--- src/logic/cbp_pkg.sv ---
package cbp_pkg;

  // ==========================================================================
  // register offsets
  // ==========================================================================
  localparam int unsigned ADDR_W          = 16;
  localparam logic [15:0] OFS_GAP         = 16'h14d2;
  localparam logic [15:0] OFS_REQ         = 16'h14d3;
  localparam logic [15:0] OFS_ENABLES     = 16'h14d4;
  localparam logic [15:0] OFS_COUNT       = 16'h14d5;
  localparam logic [15:0] OFS_RETIME      = 16'h14d6;
  localparam logic [15:0] OFS_DRV_A       = 16'h14d7;
  localparam logic [15:0] OFS_TRIG_CTL    = 16'h14e0;
  localparam logic [15:0] OFS_STATUS      = 16'h14e1;

  // ==========================================================================
  // field positions and values after reset
  // ==========================================================================
  localparam int unsigned REQ_MODE_BIT    = 7;
  localparam int unsigned RETIME_BIT      = 0;
  localparam int unsigned BYPASS_BIT      = 5;
  localparam int unsigned MODE_LSB        = 3;
  localparam int unsigned TRIG_REG_BIT    = 0;
  localparam int unsigned TRIG_PIN_BIT    = 1;
  localparam int unsigned STAT_MUTED_BIT  = 0;
  localparam int unsigned STAT_ACT_LSB    = 1;
  localparam logic [7:0]  RST_BYTE        = 8'h00;
  localparam logic [5:0]  RST_COUNT       = 6'h00;
  localparam int unsigned MIN_DIV_RATIO   = 8;

  // ==========================================================================
  // driver modes
  // ==========================================================================
  localparam logic [1:0]  DRV_DIFF        = 2'h0;
  localparam logic [1:0]  DRV_SE_PRI      = 2'h1;
  localparam logic [1:0]  DRV_SE_SEP      = 2'h2;

  // ==========================================================================
  // pattern generator
  // ==========================================================================
  localparam int unsigned PSEUDORANDOM_PATTERN_W          = 7;
  localparam int unsigned PSEUDORANDOM_PATTERN_TAP        = 5;
  localparam logic [6:0]  PSEUDORANDOM_PATTERN_SEED       = 7'h7f;

  typedef enum logic [1:0] {ST_IDLE, ST_BURST, ST_GAP} cbp_burst_state_type;

  typedef struct packed {
    logic       req_level;
    logic [5:0] len;
    logic [7:0] gap;
  } cbp_burst_cfg_type;

  typedef struct packed {
    cbp_burst_state_type st;
    logic [5:0]          cnt;
    logic [7:0]          gap_cnt;
    logic                pend;
    logic                trig_prev;
    logic                lvl_prev;
    logic [PSEUDORANDOM_PATTERN_W-1:0]   lfsr;
    logic                out;
  } cbp_gate_state_type;

  typedef struct packed {
    logic [7:0] enables;
    logic       retime;
    logic [2:0] drv_low;
    logic       bypass;
    logic [1:0] mode;
    logic [7:0] gap;
    logic       req_level;
    logic [5:0] count;
    logic [1:0] trig_ctl;
    logic       pin_meta;
    logic       pin_sync;
    logic [7:0] rdata;
    logic       muted;
    logic       out_p;
    logic       out_n;
  } cbp_top_state_type;

endpackage

--- src/logic/cbp_gate.sv ---
`timescale 1ns/1ps
module cbp_gate (
  input  wire logic                       clk_i,
  input  wire logic                       rst_i,
  input  wire logic                       lvl_i,
  input  wire logic                       trig_i,
  input  wire logic                       burst_en_i,
  input  wire logic                       pseudorandom_pattern_en_i,
  input  wire cbp_pkg::cbp_burst_cfg_type cfg_i,
  output logic                            out_o,
  output logic                            active_o
);
  import cbp_pkg::*;

  cbp_gate_state_type s_reg;
  cbp_gate_state_type s_next;
  logic               rise;
  logic               trig_rise;
  logic               base;

  // ==========================================================================
  // burst sequencer and pattern generator
  // ==========================================================================
  always_comb begin
    s_next = s_reg;
    rise = lvl_i & ~s_reg.lvl_prev;
    trig_rise = trig_i & ~s_reg.trig_prev;
    s_next.lvl_prev = lvl_i;
    s_next.trig_prev = trig_i;
    if (rise) begin
      s_next.lfsr = {s_reg.lfsr[PSEUDORANDOM_PATTERN_W-2:0], s_reg.lfsr[PSEUDORANDOM_PATTERN_W-1] ^ s_reg.lfsr[PSEUDORANDOM_PATTERN_TAP]};
    end
    if (!burst_en_i) begin
      s_next.st = ST_IDLE;
      s_next.pend = 1'b0;
      s_next.cnt = 6'h00;
    end else begin
      if (trig_rise && !cfg_i.req_level) begin
        s_next.pend = 1'b1;
      end
      case (s_reg.st)
        ST_IDLE: begin
          // a burst starts on a divider rising edge so its first pulse is whole
          if (rise && cfg_i.len != 6'h00 &&
              (cfg_i.req_level ? trig_i : (s_reg.pend | trig_rise))) begin
            s_next.st = ST_BURST;
            s_next.cnt = 6'h01;
            s_next.pend = 1'b0;
          end
        end
        ST_BURST: begin
          if (rise) begin
            if (s_reg.cnt == cfg_i.len) begin
              if (!cfg_i.req_level) begin
                s_next.st = ST_IDLE;
              end else if (cfg_i.gap == 8'h00) begin
                s_next.st = trig_i ? ST_BURST : ST_IDLE;
                s_next.cnt = 6'h01;
              end else begin
                s_next.st = ST_GAP;
                s_next.gap_cnt = 8'h01;
              end
            end else begin
              s_next.cnt = s_reg.cnt + 6'h01;
            end
          end
        end
        ST_GAP: begin
          if (rise) begin
            if (s_reg.gap_cnt == cfg_i.gap) begin
              s_next.st = (trig_i && cfg_i.req_level) ? ST_BURST : ST_IDLE;
              s_next.cnt = 6'h01;
            end else begin
              s_next.gap_cnt = s_reg.gap_cnt + 8'h01;
            end
          end
        end
        default: begin
          s_next.st = ST_IDLE;
        end
      endcase
    end
    base = pseudorandom_pattern_en_i ? s_next.lfsr[PSEUDORANDOM_PATTERN_W-1] : lvl_i;
    s_next.out = burst_en_i ? (base & (s_next.st == ST_BURST)) : base;
  end

  always_ff @(posedge clk_i) begin
    if (rst_i) begin
      s_reg <= '{st: ST_IDLE, lfsr: PSEUDORANDOM_PATTERN_SEED, default: '0};
    end else begin
      s_reg <= s_next;
    end
  end

  assign out_o = s_reg.out;
  assign active_o = (s_reg.st == ST_BURST);
endmodule // cbp_gate

--- src/logic/cbp_ctrl.sv ---
`timescale 1ns/1ps
module cbp_ctrl #(
  parameter int unsigned NUM_DIV = 4
) (
  input  wire logic                        CLK_SYS_I,
  input  wire logic                        SYS_RST_I,
  input  wire logic [cbp_pkg::ADDR_W-1:0]  REG_ADDR_I,
  input  wire logic [7:0]                  REG_WDATA_I,
  input  wire logic                        REG_WR_I,
  input  wire logic                        REG_RD_I,
  output logic      [7:0]                  REG_RDATA_O,
  input  wire logic                        BURST_TRIG_PIN_I,
  input  wire logic                        RETIME_TRIG_I,
  input  wire logic                        MUTE_A_I,
  input  wire logic [NUM_DIV-1:0]          DIV_LVL_I,
  output logic      [NUM_DIV-1:0]          DIV_OUT_O,
  output logic                             OUT_A_P_O,
  output logic                             OUT_A_N_O
);
  import cbp_pkg::*;

  // ==========================================================================
  // elaboration check
  // ==========================================================================
  // the enable register has room for four dividers, driver a needs two
  generate
    if (NUM_DIV < 2 || NUM_DIV > 4) begin : g_bad_num_div
      $error("NUM_DIV must lie between 2 and 4");
    end
  endgenerate

  cbp_top_state_type s_reg;
  cbp_top_state_type s_next;
  cbp_burst_cfg_type burst_cfg;
  logic              trig_sel;
  logic [NUM_DIV-1:0] active;
  logic [7:0]        rd_val;
  logic [7:0]        status;
  logic              wr_hit_drv;
  logic              safe_to_switch;
  logic              p_src;
  logic              n_src;

  // ==========================================================================
  // trigger source selection
  // ==========================================================================
  // the pin path only ever reads the second synchroniser stage
  always_comb begin
    if (s_reg.retime) begin
      trig_sel = RETIME_TRIG_I;
    end else if (s_reg.trig_ctl[TRIG_PIN_BIT]) begin
      trig_sel = s_reg.pin_sync;
    end else begin
      trig_sel = s_reg.trig_ctl[TRIG_REG_BIT];
    end
  end

  always_comb begin
    burst_cfg.req_level = s_reg.req_level;
    burst_cfg.len = s_reg.count;
    burst_cfg.gap = s_reg.gap;
  end

  // ==========================================================================
  // per-divider burst and pattern gates
  // ==========================================================================
  // the divide ratio of at least eight is left to software; the gate
  // only relies on seeing a distinct low phase between rising edges
  genvar gi;
  generate
    for (gi = 0; gi < NUM_DIV; gi++) begin : g_div
      cbp_gate u_gate (
        .clk_i      (CLK_SYS_I),
        .rst_i      (SYS_RST_I),
        .lvl_i      (DIV_LVL_I[gi]),
        .trig_i     (trig_sel),
        .burst_en_i (s_reg.enables[2*gi]),
        .pseudorandom_pattern_en_i  (s_reg.enables[2*gi+1]),
        .cfg_i      (burst_cfg),
        .out_o      (DIV_OUT_O[gi]),
        .active_o   (active[gi])
      );
    end
  endgenerate

  // ==========================================================================
  // status and read mux
  // ==========================================================================
  always_comb begin
    status = 8'h00;
    status[STAT_MUTED_BIT] = s_reg.muted;
    for (int i = 0; i < NUM_DIV; i++) begin
      status[STAT_ACT_LSB+i] = active[i];
    end
  end

  always_comb begin
    rd_val = 8'h00;
    case (REG_ADDR_I)
      OFS_GAP: begin
        rd_val = s_reg.gap;
      end
      OFS_REQ: begin
        rd_val[REQ_MODE_BIT] = s_reg.req_level;
      end
      OFS_ENABLES: begin
        rd_val = s_reg.enables;
      end
      OFS_COUNT: begin
        rd_val[5:0] = s_reg.count;
      end
      OFS_RETIME: begin
        rd_val[RETIME_BIT] = s_reg.retime;
      end
      OFS_DRV_A: begin
        rd_val[2:0] = s_reg.drv_low;
        rd_val[MODE_LSB+1:MODE_LSB] = s_reg.mode;
        rd_val[BYPASS_BIT] = s_reg.bypass;
      end
      OFS_TRIG_CTL: begin
        rd_val[1:0] = s_reg.trig_ctl;
      end
      OFS_STATUS: begin
        rd_val = status;
      end
      default: begin
        rd_val = 8'h00;
      end
    endcase
  end

  // ==========================================================================
  // driver source and mute
  // ==========================================================================
  // in differential mode the inverted pin is high while the primary is
  // low, so a retimed mute there still shortens one negative-pin pulse
  always_comb begin
    case (s_reg.mode)
      DRV_DIFF: begin
        p_src = DIV_OUT_O[0];
        n_src = ~DIV_OUT_O[0];
      end
      DRV_SE_PRI: begin
        p_src = DIV_OUT_O[0];
        n_src = DIV_OUT_O[0];
      end
      DRV_SE_SEP: begin
        p_src = DIV_OUT_O[0];
        n_src = DIV_OUT_O[1];
      end
      default: begin
        p_src = DIV_OUT_O[0];
        n_src = ~DIV_OUT_O[0];
      end
    endcase
    safe_to_switch = !DIV_OUT_O[0] && !(s_reg.mode == DRV_SE_SEP && DIV_OUT_O[1]);
  end

  assign wr_hit_drv = REG_WR_I && (REG_ADDR_I == OFS_DRV_A);

  // ==========================================================================
  // next state
  // ==========================================================================
  always_comb begin
    s_next = s_reg;
    s_next.pin_meta = BURST_TRIG_PIN_I;
    s_next.pin_sync = s_reg.pin_meta;
    s_next.rdata = 8'h00;
    if (REG_RD_I) begin
      s_next.rdata = rd_val;
    end
    if (REG_WR_I) begin
      case (REG_ADDR_I)
        OFS_GAP: begin
          s_next.gap = REG_WDATA_I;
        end
        OFS_REQ: begin
          s_next.req_level = REG_WDATA_I[REQ_MODE_BIT];
        end
        OFS_ENABLES: begin
          s_next.enables = REG_WDATA_I;
        end
        OFS_COUNT: begin
          s_next.count = REG_WDATA_I[5:0];
        end
        OFS_RETIME: begin
          s_next.retime = REG_WDATA_I[RETIME_BIT];
        end
        OFS_DRV_A: begin
          s_next.drv_low = REG_WDATA_I[2:0];
          s_next.mode = REG_WDATA_I[MODE_LSB+1:MODE_LSB];
          s_next.bypass = REG_WDATA_I[BYPASS_BIT];
        end
        OFS_TRIG_CTL: begin
          s_next.trig_ctl = REG_WDATA_I[1:0];
        end
        default: begin
          s_next.trig_ctl = s_reg.trig_ctl;
        end
      endcase
    end
    if (s_reg.bypass) begin
      s_next.muted = MUTE_A_I;
    end else if (safe_to_switch) begin
      s_next.muted = MUTE_A_I;
    end
    s_next.out_p = p_src & ~s_next.muted;
    s_next.out_n = n_src & ~s_next.muted;
  end

  always_ff @(posedge CLK_SYS_I) begin
    if (SYS_RST_I) begin
      s_reg <= '{enables: RST_BYTE, gap: RST_BYTE, count: RST_COUNT, default: '0};
    end else begin
      s_reg <= s_next;
    end
  end

  assign REG_RDATA_O = s_reg.rdata;
  assign OUT_A_P_O = s_reg.out_p;
  assign OUT_A_N_O = s_reg.out_n;
endmodule // cbp_ctrl

--- config.mk ---
export PLATFORM = sky130hd
export DESIGN_NAME = cbp_ctrl
export DESIGN_NICKNAME = d
export VERILOG_FILES = /design/src/logic/cbp_pkg.sv /design/src/logic/cbp_gate.sv /design/src/logic/cbp_ctrl.sv
export SDC_FILE = /design/constraint.sdc
export NUM_CORES = 1
export LEC_CHECK = 0
export ABC_AREA = 1
export BUFFER_PORTS_ARGS = -buffer_cell sky130_fd_sc_hd__buf_2
export CORE_AREA = 3 3 167 250
export CTS_CLUSTER_DIAMETER = 100
export DETAILED_ROUTE_END_ITERATION = 6
export DIE_AREA = 0 0 170 253
export SETUP_SLACK_MARGIN = 0.15
export SYNTH_ARGS = -nofsm -noshare
export SYNTH_HDL_FRONTEND = slang
export SYNTH_HIERARCHICAL = 1
export SYNTH_SLANG_ARGS = --single-unit
--- constraint.sdc ---
create_clock -name CLK_SYS_I -period 2.34 [get_ports CLK_SYS_I]
set_input_delay 0 -clock CLK_SYS_I [delete_from_list [all_inputs] [get_ports CLK_SYS_I]]
set_output_delay 0 -clock CLK_SYS_I [all_outputs]
set_load 0.02 [all_outputs]
# After elaboration in Yosys (flattened, before gate mapping)
# Cells that the tools add are included.
# word_totals
word_cells,299
reg_bits,150
inputBits,35
out_inout_bits,14
# classes
n_reduce_logical,49
bitwise_logic,31
eq_ne,70
add_sub_neg,8
muxes,93
# op_table
cell,n
$mux W8,21
$eq A16 B13 Y1 const B,8
$mux W16,8
$pmux W6 S3,4
$pmux W8 S2,4
$ne A2 B2 Y1 const B,20
$add A8 B1 Y8 const B,4
$eq A8 B8 Y1,4
$reduce_and A8 Y1,4
$mux W1,30
$mux W6,5
$mux W7,4
$reduce_and A7 Y1,4
$add A6 B1 Y6 const B,4
$eq A6 B6 Y1,4
$ne A2 B1 Y1 const B,12
$ne A3 B3 Y1 const B,8
$pmux W2 S3,4
$pmux W4 S5,1
$eq A2 B1 Y1 const B,9
$mux W14,1
$reduce_and A2 Y1,7
$logic_and A1 B1 Y1,12
$mux W2,6
16 further kinds,63

# Depth between registers and ports, before layout
# Gate-level depths: netlist of run 1.
# depth
word_depth,12
ltp_mapped,16
ltp_nobuf,16

# Modules after synthesis
# The synthesis of run 1 kept the hierarchy.
# modules_own_cells
mod,cells_each,n_inst,area_each_um2
cbp_gate (g_div[0].u_gate ...),316,3,1923.1
cbp_ctrl,304,1,2284.7
cbp_gate (g_div[3].u_gate),284,1,1851.8

# Worst setup path before layout of run 1
# No wires, ideal clock.
# synth_timing
path_type,reg2reg
from,register s_reg[14] (netlist name)
to,register g_div[0].u_gate/s_reg[20] (netlist bit)
slack_ns,0.084
path_buffers,0
arrival_time_ns,2.136
stages_incl_launch_ff,14
path_cell_list,dfxtp_1 -> nand2_1 -> o21ai_0 -> o21ai_0 -> inv_1 -> or2_1 -> o211ai_1 -> nand3_1 -> nand2_1 -> nand2_1 -> a21oi_2 -> nand2_2 -> o21ai_0 -> nor2_1
# synth_rtl
item,line,text
to (signal assigned),cbp_gate.sv:91,s_reg <= s_next;
to (decl),cbp_gate.sv:15,cbp_gate_state_type s_reg;

==> reports/qor.yml, run 1 <==
run_status:
  status: "complete, no violations"
timing:
  maxSlewViolCount: 0
  tns_ns: 0
  period_share_pct: 93.2
  fin_ws_ns: 0.158
  worst_pin_slew_ns: 0.589
  max_freq_mhz: 458
  finClkSkew_ns: 0.00550
  grt_setup_unrepaired: "yes"
  hold_viol_final: 0
  setup_viol: 0
  slew_headroom_pct: 60.7
  finalHoldWorstSlack_ns: 0.0199
  post-route-min-period_ns: 2.18
cells_and_area:
  nNetsFinal: 1692
  drive_gt1_share_pct: 18.9
  area_growth_pct: 20.4
  insertedDiodeCount: 0
  finalCoreUtilization_pct: 30.1
  n_fill_cell: 4308
  largest_reg_flops: 104
clock_network:
  cts.clk_slew.worst_paths_ns: 0.06
  ctsRootBufferMaster: "clkbuf_16"
  htreeDepth: 4
  clock_latency_ns: 0.45
  cts_made_buffers: 17
  clock_path_buffers: 2
  cts_tree: "yes"
  numClockSinks: 153
placement:
  place.gp.congestion: 0.877
  place.detailed.hpwl_mm: 21.7
  port_buffers: 48
  dp_slack_ns: 0.0649
drt:
  drtIter0Drc: 434
  totalWireLength_mm: 28.7
  drt_first_pass_iters: 5
  via_per_inst: 4.56
  postRouteAntennaNets: 0
  vias: 9782
  route.detailed.drc: 0
  post_drt_wl_per_cell_um: 13.4
setup_path:
  cp_cell_sequence: "nand2_2 -> o21ai_2 -> o21ai_2 -> buf_6 -> inv_2 -> or2_1 -> o211ai_1 -> nand3_1 -> nand2_1 -> nand2_1 -> a21oi_2 -> nand2_4 -> buf_6 -> nand2_1 -> a21oi_1"
  critPathKind: "register to register"
  startpoint_type: "register"
  cp_top_family: "simple AND/OR/NAND/NOR gates"
  crit_path_end_kind: "register"
  crit_buf_inv: 3
  crit_fanout: 8
  slowest_stage: "dfxtp_2"
  crit_required_ns: 2.67
  max_stage_delay_ns: 0.34
  path_common_cell: "nand2_1"
  arrival_ns: 2.51
synth:
  synth-seq-cells: 153
  ys_seq_area_share_pct: 30.9
  synth_top_area_cell: "dfxtp_1"
  synth_edf_count: 0
  yosysUniqueCellTypes: 41
  synthTopCellsByArea: "dfxtp_1 31%, nand2_1 16%, inv_1 7.0%"
  ys.flop_type: "dfxtp_1"
  syn_nets: 1597
  yosysWarnings: 6
  synth_common_cells: "427 x nand2_1, 185 x inv_1, 160 x nor2_1"
  synthesis.instances: 1536
  synth_area_um2: 9910
  synth_most_common_cell: "nand2_1"
  synth_top_area_share_pct: 30.9
  synthArstFlopShare_pct: 0
  avgSynthCellArea_um2: 6.45
power_and_ir_drop:
  max-vdd-ir-drop_mv: 0.490
  p_per_area_nw_per_um2: 502
  p_leak_nw: 5.12
grt:
  grt_overflow_total: 0
  track_usage_pct: 13.4
  antenna_found_initial: 0
  grt_start_max_net_pins: 33
  grt_pass1_vias: 9373
  grt_first_pass_wirelength_mm: 46.3
die:
  core_area_um2: 39600
  fp.dieW_um: 170
  num_io_pins: 49
  rows: 89
  initial_core_util_pct: 25.0
  die_area_um2: 43000
  die_height_um: 253
worst_hold_path:
  hp-class: "input pin to register"
job:
  cap_violations: 0
metal layers:
layer,track usage (%),vias up,routed length [um]
met4,6.24,0,1040
met1,14.6,4500,11700
met3,2.48,60,918
li1,-,5034,-
met2,24.8,188,15100
met5,0,-,0
worst paths after layout:
kind | startpoint | to | slack [ns] | depth (start not counted)
worst max-delay path | s_reg[14]$_SDFFE_PP0P_ | g_div[0].u_gate/s_reg[23]$_SDFFE_PP0P_ | 0.16 | 15
worst min-delay path | REG_RD_I | REG_RDATA_O[1]$_SDFF_PP0_ | 0.02 | 3
worst max register to register | s_reg[14]$_SDFFE_PP0P_ | g_div[0].u_gate/s_reg[23]$_SDFFE_PP0P_ | 0.16 | 15
worst min register to register | s_next[11]$_SDFF_PP0_ | s_reg[11]$_SDFF_PP0_ | 0.43 | 2
repair_timing:
item	CTS	global route
buffers inserted	0	14
resized for setup	2	76
endpoints found under the setup margin	4	47
hold buffers	16	0
pin swaps	0	25
gates cloned	0	1
hold endpoints to repair	44	0
power breakdown:
group	leakage (nW)	total (mW)	internal, mW	switching [mW]
Clock	0.301	3.02	1.82	1.19
Combinational	3.57	0.301	0.109	0.192
Sequential	1.24	2.67	2.65	0.0239
Total	5.12	5.99	4.58	1.41
cell families after synthesis:
logic type / Yosys count / share of synthesized area (%)
xor+xnor: 45 / 3.98
buf+inv: 266 / 11.7
fa+ha+maj: 26 / 3.28
compound gates: 207 / 11.5
flops: 153 / 30.9
simple gates: 837 / 38.4
mux: 2 / 0.202
stage by stage:
stage / cells / total power [mW] / area (um2)
detailed placement: 2081 / 3.02 / 10800
global placement: 2081 / 3.01 / 10800
CTS: 2129 / 6.07 / 11600
global route: 2144 / 6.21 / 11900
floorplan: 1536 / 2.91 / 9910
finish: 2144 / 5.99 / 11900
layout by cell type (no fill, tap or decap), drive strengths merged, types with 3 or more instances in the layout:
cell type      n
nand3        120
nand4         13
o21ai         84
a21oi        109
dfxtp        153
clkinvlp       3
nand2        445
nand3b         6
ha            26
xor2          25
clkinv         6
dlygate4sd3   16
bufinv         4
inv          221
nor3          38
clkbuf        19
buf          105
o211ai        12
xnor2         20
or2            6
nor4           7
nor2         202
cell type report:
cell class / instances / area [um2] / share of cell area [%]
Multi-Input combinational cell: 1117 / 5850 / 49.1
Sequential cell: 153 / 3070 / 25.7
Timing Repair Buffer: 121 / 900 / 7.54
Inverter: 221 / 847 / 7.10
Tap cell: 500 / 626 / 5.24
Clock buffer: 19 / 443 / 3.71
Clock inverter: 13 / 191 / 1.60
worst register-to-register path, stage by stage (launching register included):
cell and delay [ns]:
dfxtp_2 0.34, nand2_2 0.07, o21ai_2 0.06, o21ai_2 0.18
buf_6 0.17, inv_2 0.04, or2_1 0.23, o211ai_1 0.08
nand3_1 0.17, nand2_1 0.12, nand2_1 0.06, a21oi_2 0.17
nand2_4 0.12, buf_6 0.14, nand2_1 0.04, a21oi_1 0.06
No activity file was read; power rests on OpenSTA's default activity.
==> run 2, diff against run 1 <==
--- a/config.mk
+++ b/config.mk
@@ -6,11 +6,14 @@
 export NUM_CORES = 1
 export LEC_CHECK = 0
 export ABC_AREA = 1
-export BUFFER_PORTS_ARGS = -buffer_cell sky130_fd_sc_hd__buf_2
+export CELL_PAD_IN_SITES_DETAIL_PLACEMENT = 0
+export CELL_PAD_IN_SITES_GLOBAL_PLACEMENT = 1
 export CORE_AREA = 3 3 167 250
 export CTS_CLUSTER_DIAMETER = 100
 export DETAILED_ROUTE_END_ITERATION = 6
 export DIE_AREA = 0 0 170 253
+export DONT_BUFFER_PORTS = 1
+export PLACE_DENSITY_LB_ADDON = 0.1
 export SETUP_SLACK_MARGIN = 0.15
 export SYNTH_ARGS = -nofsm -noshare
 export SYNTH_HDL_FRONTEND = slang
==> constraint.sdc (replaced) <==
create_clock -name CLK_SYS_I -period 2.3 [get_ports CLK_SYS_I]
set_input_delay 0 -clock CLK_SYS_I [delete_from_list [all_inputs] [get_ports CLK_SYS_I]]
set_output_delay 0 -clock CLK_SYS_I [all_outputs]
set_load 0.02 [all_outputs]
==> reports/qor.yml, run 2 (synthesized netlist as in run 1, its figures left out) <==
run_status:
  status: "complete, no violations"  # unchanged
grt:
  use_met3_pct: 2.30  # was 2.48%
  grt_pass1_vias: 8971  # was 9373
  grt_start_max_net_pins: 48  # was 33
  grt_use_met1_pct: 18.6  # was 14.6%
  antenna_found_initial: 0  # unchanged
  track_usage_pct: 15.3  # was 13.4%
  grt_most_used_layer: "met2"  # unchanged
  grt_overflow_total: 0  # unchanged
  grtUsageMet2_pct: 27.9  # was 24.8%
  grt_first_pass_wirelength_mm: 50.6  # was 46.3 mm
timing:
  grt_setup_unrepaired: "yes"  # unchanged
  max_freq_mhz: 467  # was 458 MHz
  maxSlewViolCount: 0  # unchanged
  post-route-min-period_ns: 2.14  # was 2.18 ns
  tns_ns: 0  # unchanged
  hold_viol_final: 0  # unchanged
  fin_ws_ns: 0.157  # was 0.158 ns
  period_share_pct: 93.2  # about the same
  slew_headroom_pct: 64.4  # was 60.7%
  setup_viol: 0  # unchanged
  worst_pin_slew_ns: 0.534  # was 0.589 ns
  finClkSkew_ns: 0.0113  # was 0.00550 ns
clock_network:
  cts.clk_slew.worst_paths_ns: 0.07  # was 0.06 ns
  clock_path_buffers: 2  # unchanged
  numClockSinks: 153  # unchanged
  cts_made_buffers: 17  # unchanged
  ctsRootBufferMaster: "clkbuf_16"  # unchanged
  htreeDepth: 4  # unchanged
  clock_latency_ns: 0.45  # about the same
  cts_tree: "yes"  # unchanged
cells_and_area:
  finalCoreUtilization_pct: 29.9  # was 30.1%
  multiInputGateArea_um2: 5870  # was 5850 um2
  insertedDiodeCount: 0  # unchanged
  drive_gt1_share_pct: 17.3  # was 18.9%
  area_growth_pct: 19.8  # was 20.4%
  layout_common_cells: "420 x nand2_1, 181 x inv_1, 159 x nor2_1"  # was 412 x nand2_1, 179 x inv_1, 159 x nor2_1
  final_common_cell: "nand2_1"  # unchanged
  final-seq-area_um2: 3070  # unchanged
  largest_reg_flops: 104  # unchanged
  n_fill_cell: 4452  # was 4308
  nNetsFinal: 1671  # was 1692
placement:
  place.detailed.hpwl_mm: 24.7  # was 21.7 mm
  dp_slack_ns: 0.133  # was 0.0649 ns
  port_buffers: 0  # was 48
  place.gp.congestion: 0.780  # was 0.877
drt:
  drt_first_pass_iters: 5  # unchanged
  vias: 9385  # was 9782
  via_per_inst: 4.42  # was 4.56
  drtIter0Drc: 356  # was 434
  route.detailed.drc: 0  # unchanged
  totalWireLength_mm: 32.7  # was 28.7 mm
  postRouteAntennaNets: 0  # unchanged
  post_drt_wl_per_cell_um: 15.4  # was 13.4 um
die:
  num_io_pins: 49  # unchanged
  initial_core_util_pct: 25.0  # unchanged
  rows: 89  # unchanged
  die_area_um2: 43000  # unchanged
  core_area_um2: 39600  # unchanged
  die_height_um: 253  # unchanged
  fp.dieW_um: 170  # unchanged
setup_path:
  crit_buf_inv: 3  # unchanged
  crit_fanout: 8  # unchanged
  crit_required_ns: 2.63  # was 2.67 ns
  cp_top_family: "simple AND/OR/NAND/NOR gates"  # unchanged
  max_stage_delay_ns: 0.37  # was 0.34 ns
  cp_cell_sequence: "o21ai_1 -> o21ai_1 -> buf_6 -> inv_1 -> or2_1 -> o211ai_1 -> nand3_1 -> nand2_1 -> nand2_1 -> a21oi_2 -> nand2_4 -> buf_4 -> nand2_1 -> a21oi_1"  # was nand2_2 -> o21ai_2 -> o21ai_2 -> buf_6 -> inv_2 -> or2_1 -> o211ai_1 -> nand3_1 -> nand2_1 -> nand2_1 -> a21oi_2 -> nand2_4 -> buf_6 -> nand2_1 -> a21oi_1
  crit_path_end_kind: "register"  # unchanged
  critPathKind: "register to register"  # unchanged
  path_common_cell: "nand2_1"  # unchanged
  slowest_stage: "dfxtp_1"  # was dfxtp_2
  startpoint_type: "register"  # unchanged
  arrival_ns: 2.47  # was 2.51 ns
worst_hold_path:
  hp-class: "input pin to register"  # unchanged
power_and_ir_drop:
  p_leak_nw: 5.01  # was 5.12 nW
  max-vdd-ir-drop_mv: 0.431  # was 0.490 mV
  p_per_area_nw_per_um2: 490  # was 502 nW/um2
  p_total_mw: 5.82  # was 5.99 mW
job:
  cap_violations: 0  # unchanged
-- run 2: cell types whose count changed in the layout (fill, tap and decap cells not counted), moves of 7 or more --
cell / delta
dlygate4sd3_1: +7
buf_4: +24
buf_2: -48
buf_6: -7
nand2_1: +8
nand2_2: -7
-- run 2: layer usage --
layer | vias to the layer above | part of all wire (%)
met1 | 4270 | 45
met5 | - | 0
li1 | 4988 | -
met4 | 0 | 1.4
met3 | 29 | 2.1
met2 | 98 | 52
-- run 2: layout make-up --
type / count / share of cell area [%]
Multi-Input combinational cell: 1117 / 49.5
Inverter: 221 / 7.10
Timing Repair Buffer: 100 / 7.57
Clock buffer: 21 / 3.88
Tap cell: 500 / 5.27
Sequential cell: 153 / 25.9
Clock inverter: 10 / 0.812
-- run 2: through the flow --
step / area [um2] / instances / hold WS [ns]
floorplan: 9910 / 1536 / 0.0691
global placement: 10700 / 2057 / 0.0785
detailed placement: 10700 / 2057 / 0.0815
CTS: 11600 / 2115 / 0.00221
global route: 11900 / 2122 / 0.0243
finish: 11900 / 2122 / 0.0255
-- run 2: path summary, 6_finish.rpt --
path	start	end	slack, ns	cells after the start
setup / recovery	s_reg[13]$_SDFFE_PP0P_	g_div[0].u_gate/s_reg[19]$_SDFFE_PP0P_	0.16	14
hold / removal	REG_RD_I	REG_RDATA_O[5]$_SDFF_PP0_	0.03	2
setup reg to reg	s_reg[13]$_SDFFE_PP0P_	g_div[0].u_gate/s_reg[19]$_SDFFE_PP0P_	0.16	14
hold reg to reg	s_next[11]$_SDFF_PP0_	s_reg[11]$_SDFF_PP0_	0.44	2
-- run 2: report_power, final --
group          switching, mW  internal (mW)  total (mW)
Combinational          0.182          0.102       0.284
Sequential            0.0329           2.70        2.73
Clock                   1.26           1.54        2.80
Total                   1.48           4.34        5.82
-- run 2: timing repair --
action,in CTS,in global routing
buffers inserted,3,7
endpoints found under the setup margin,16,45
endpoints found under the hold margin,144,0
pin swaps,0,21
gates cloned,0,0
resized for setup,1,65
hold buffers,24,0
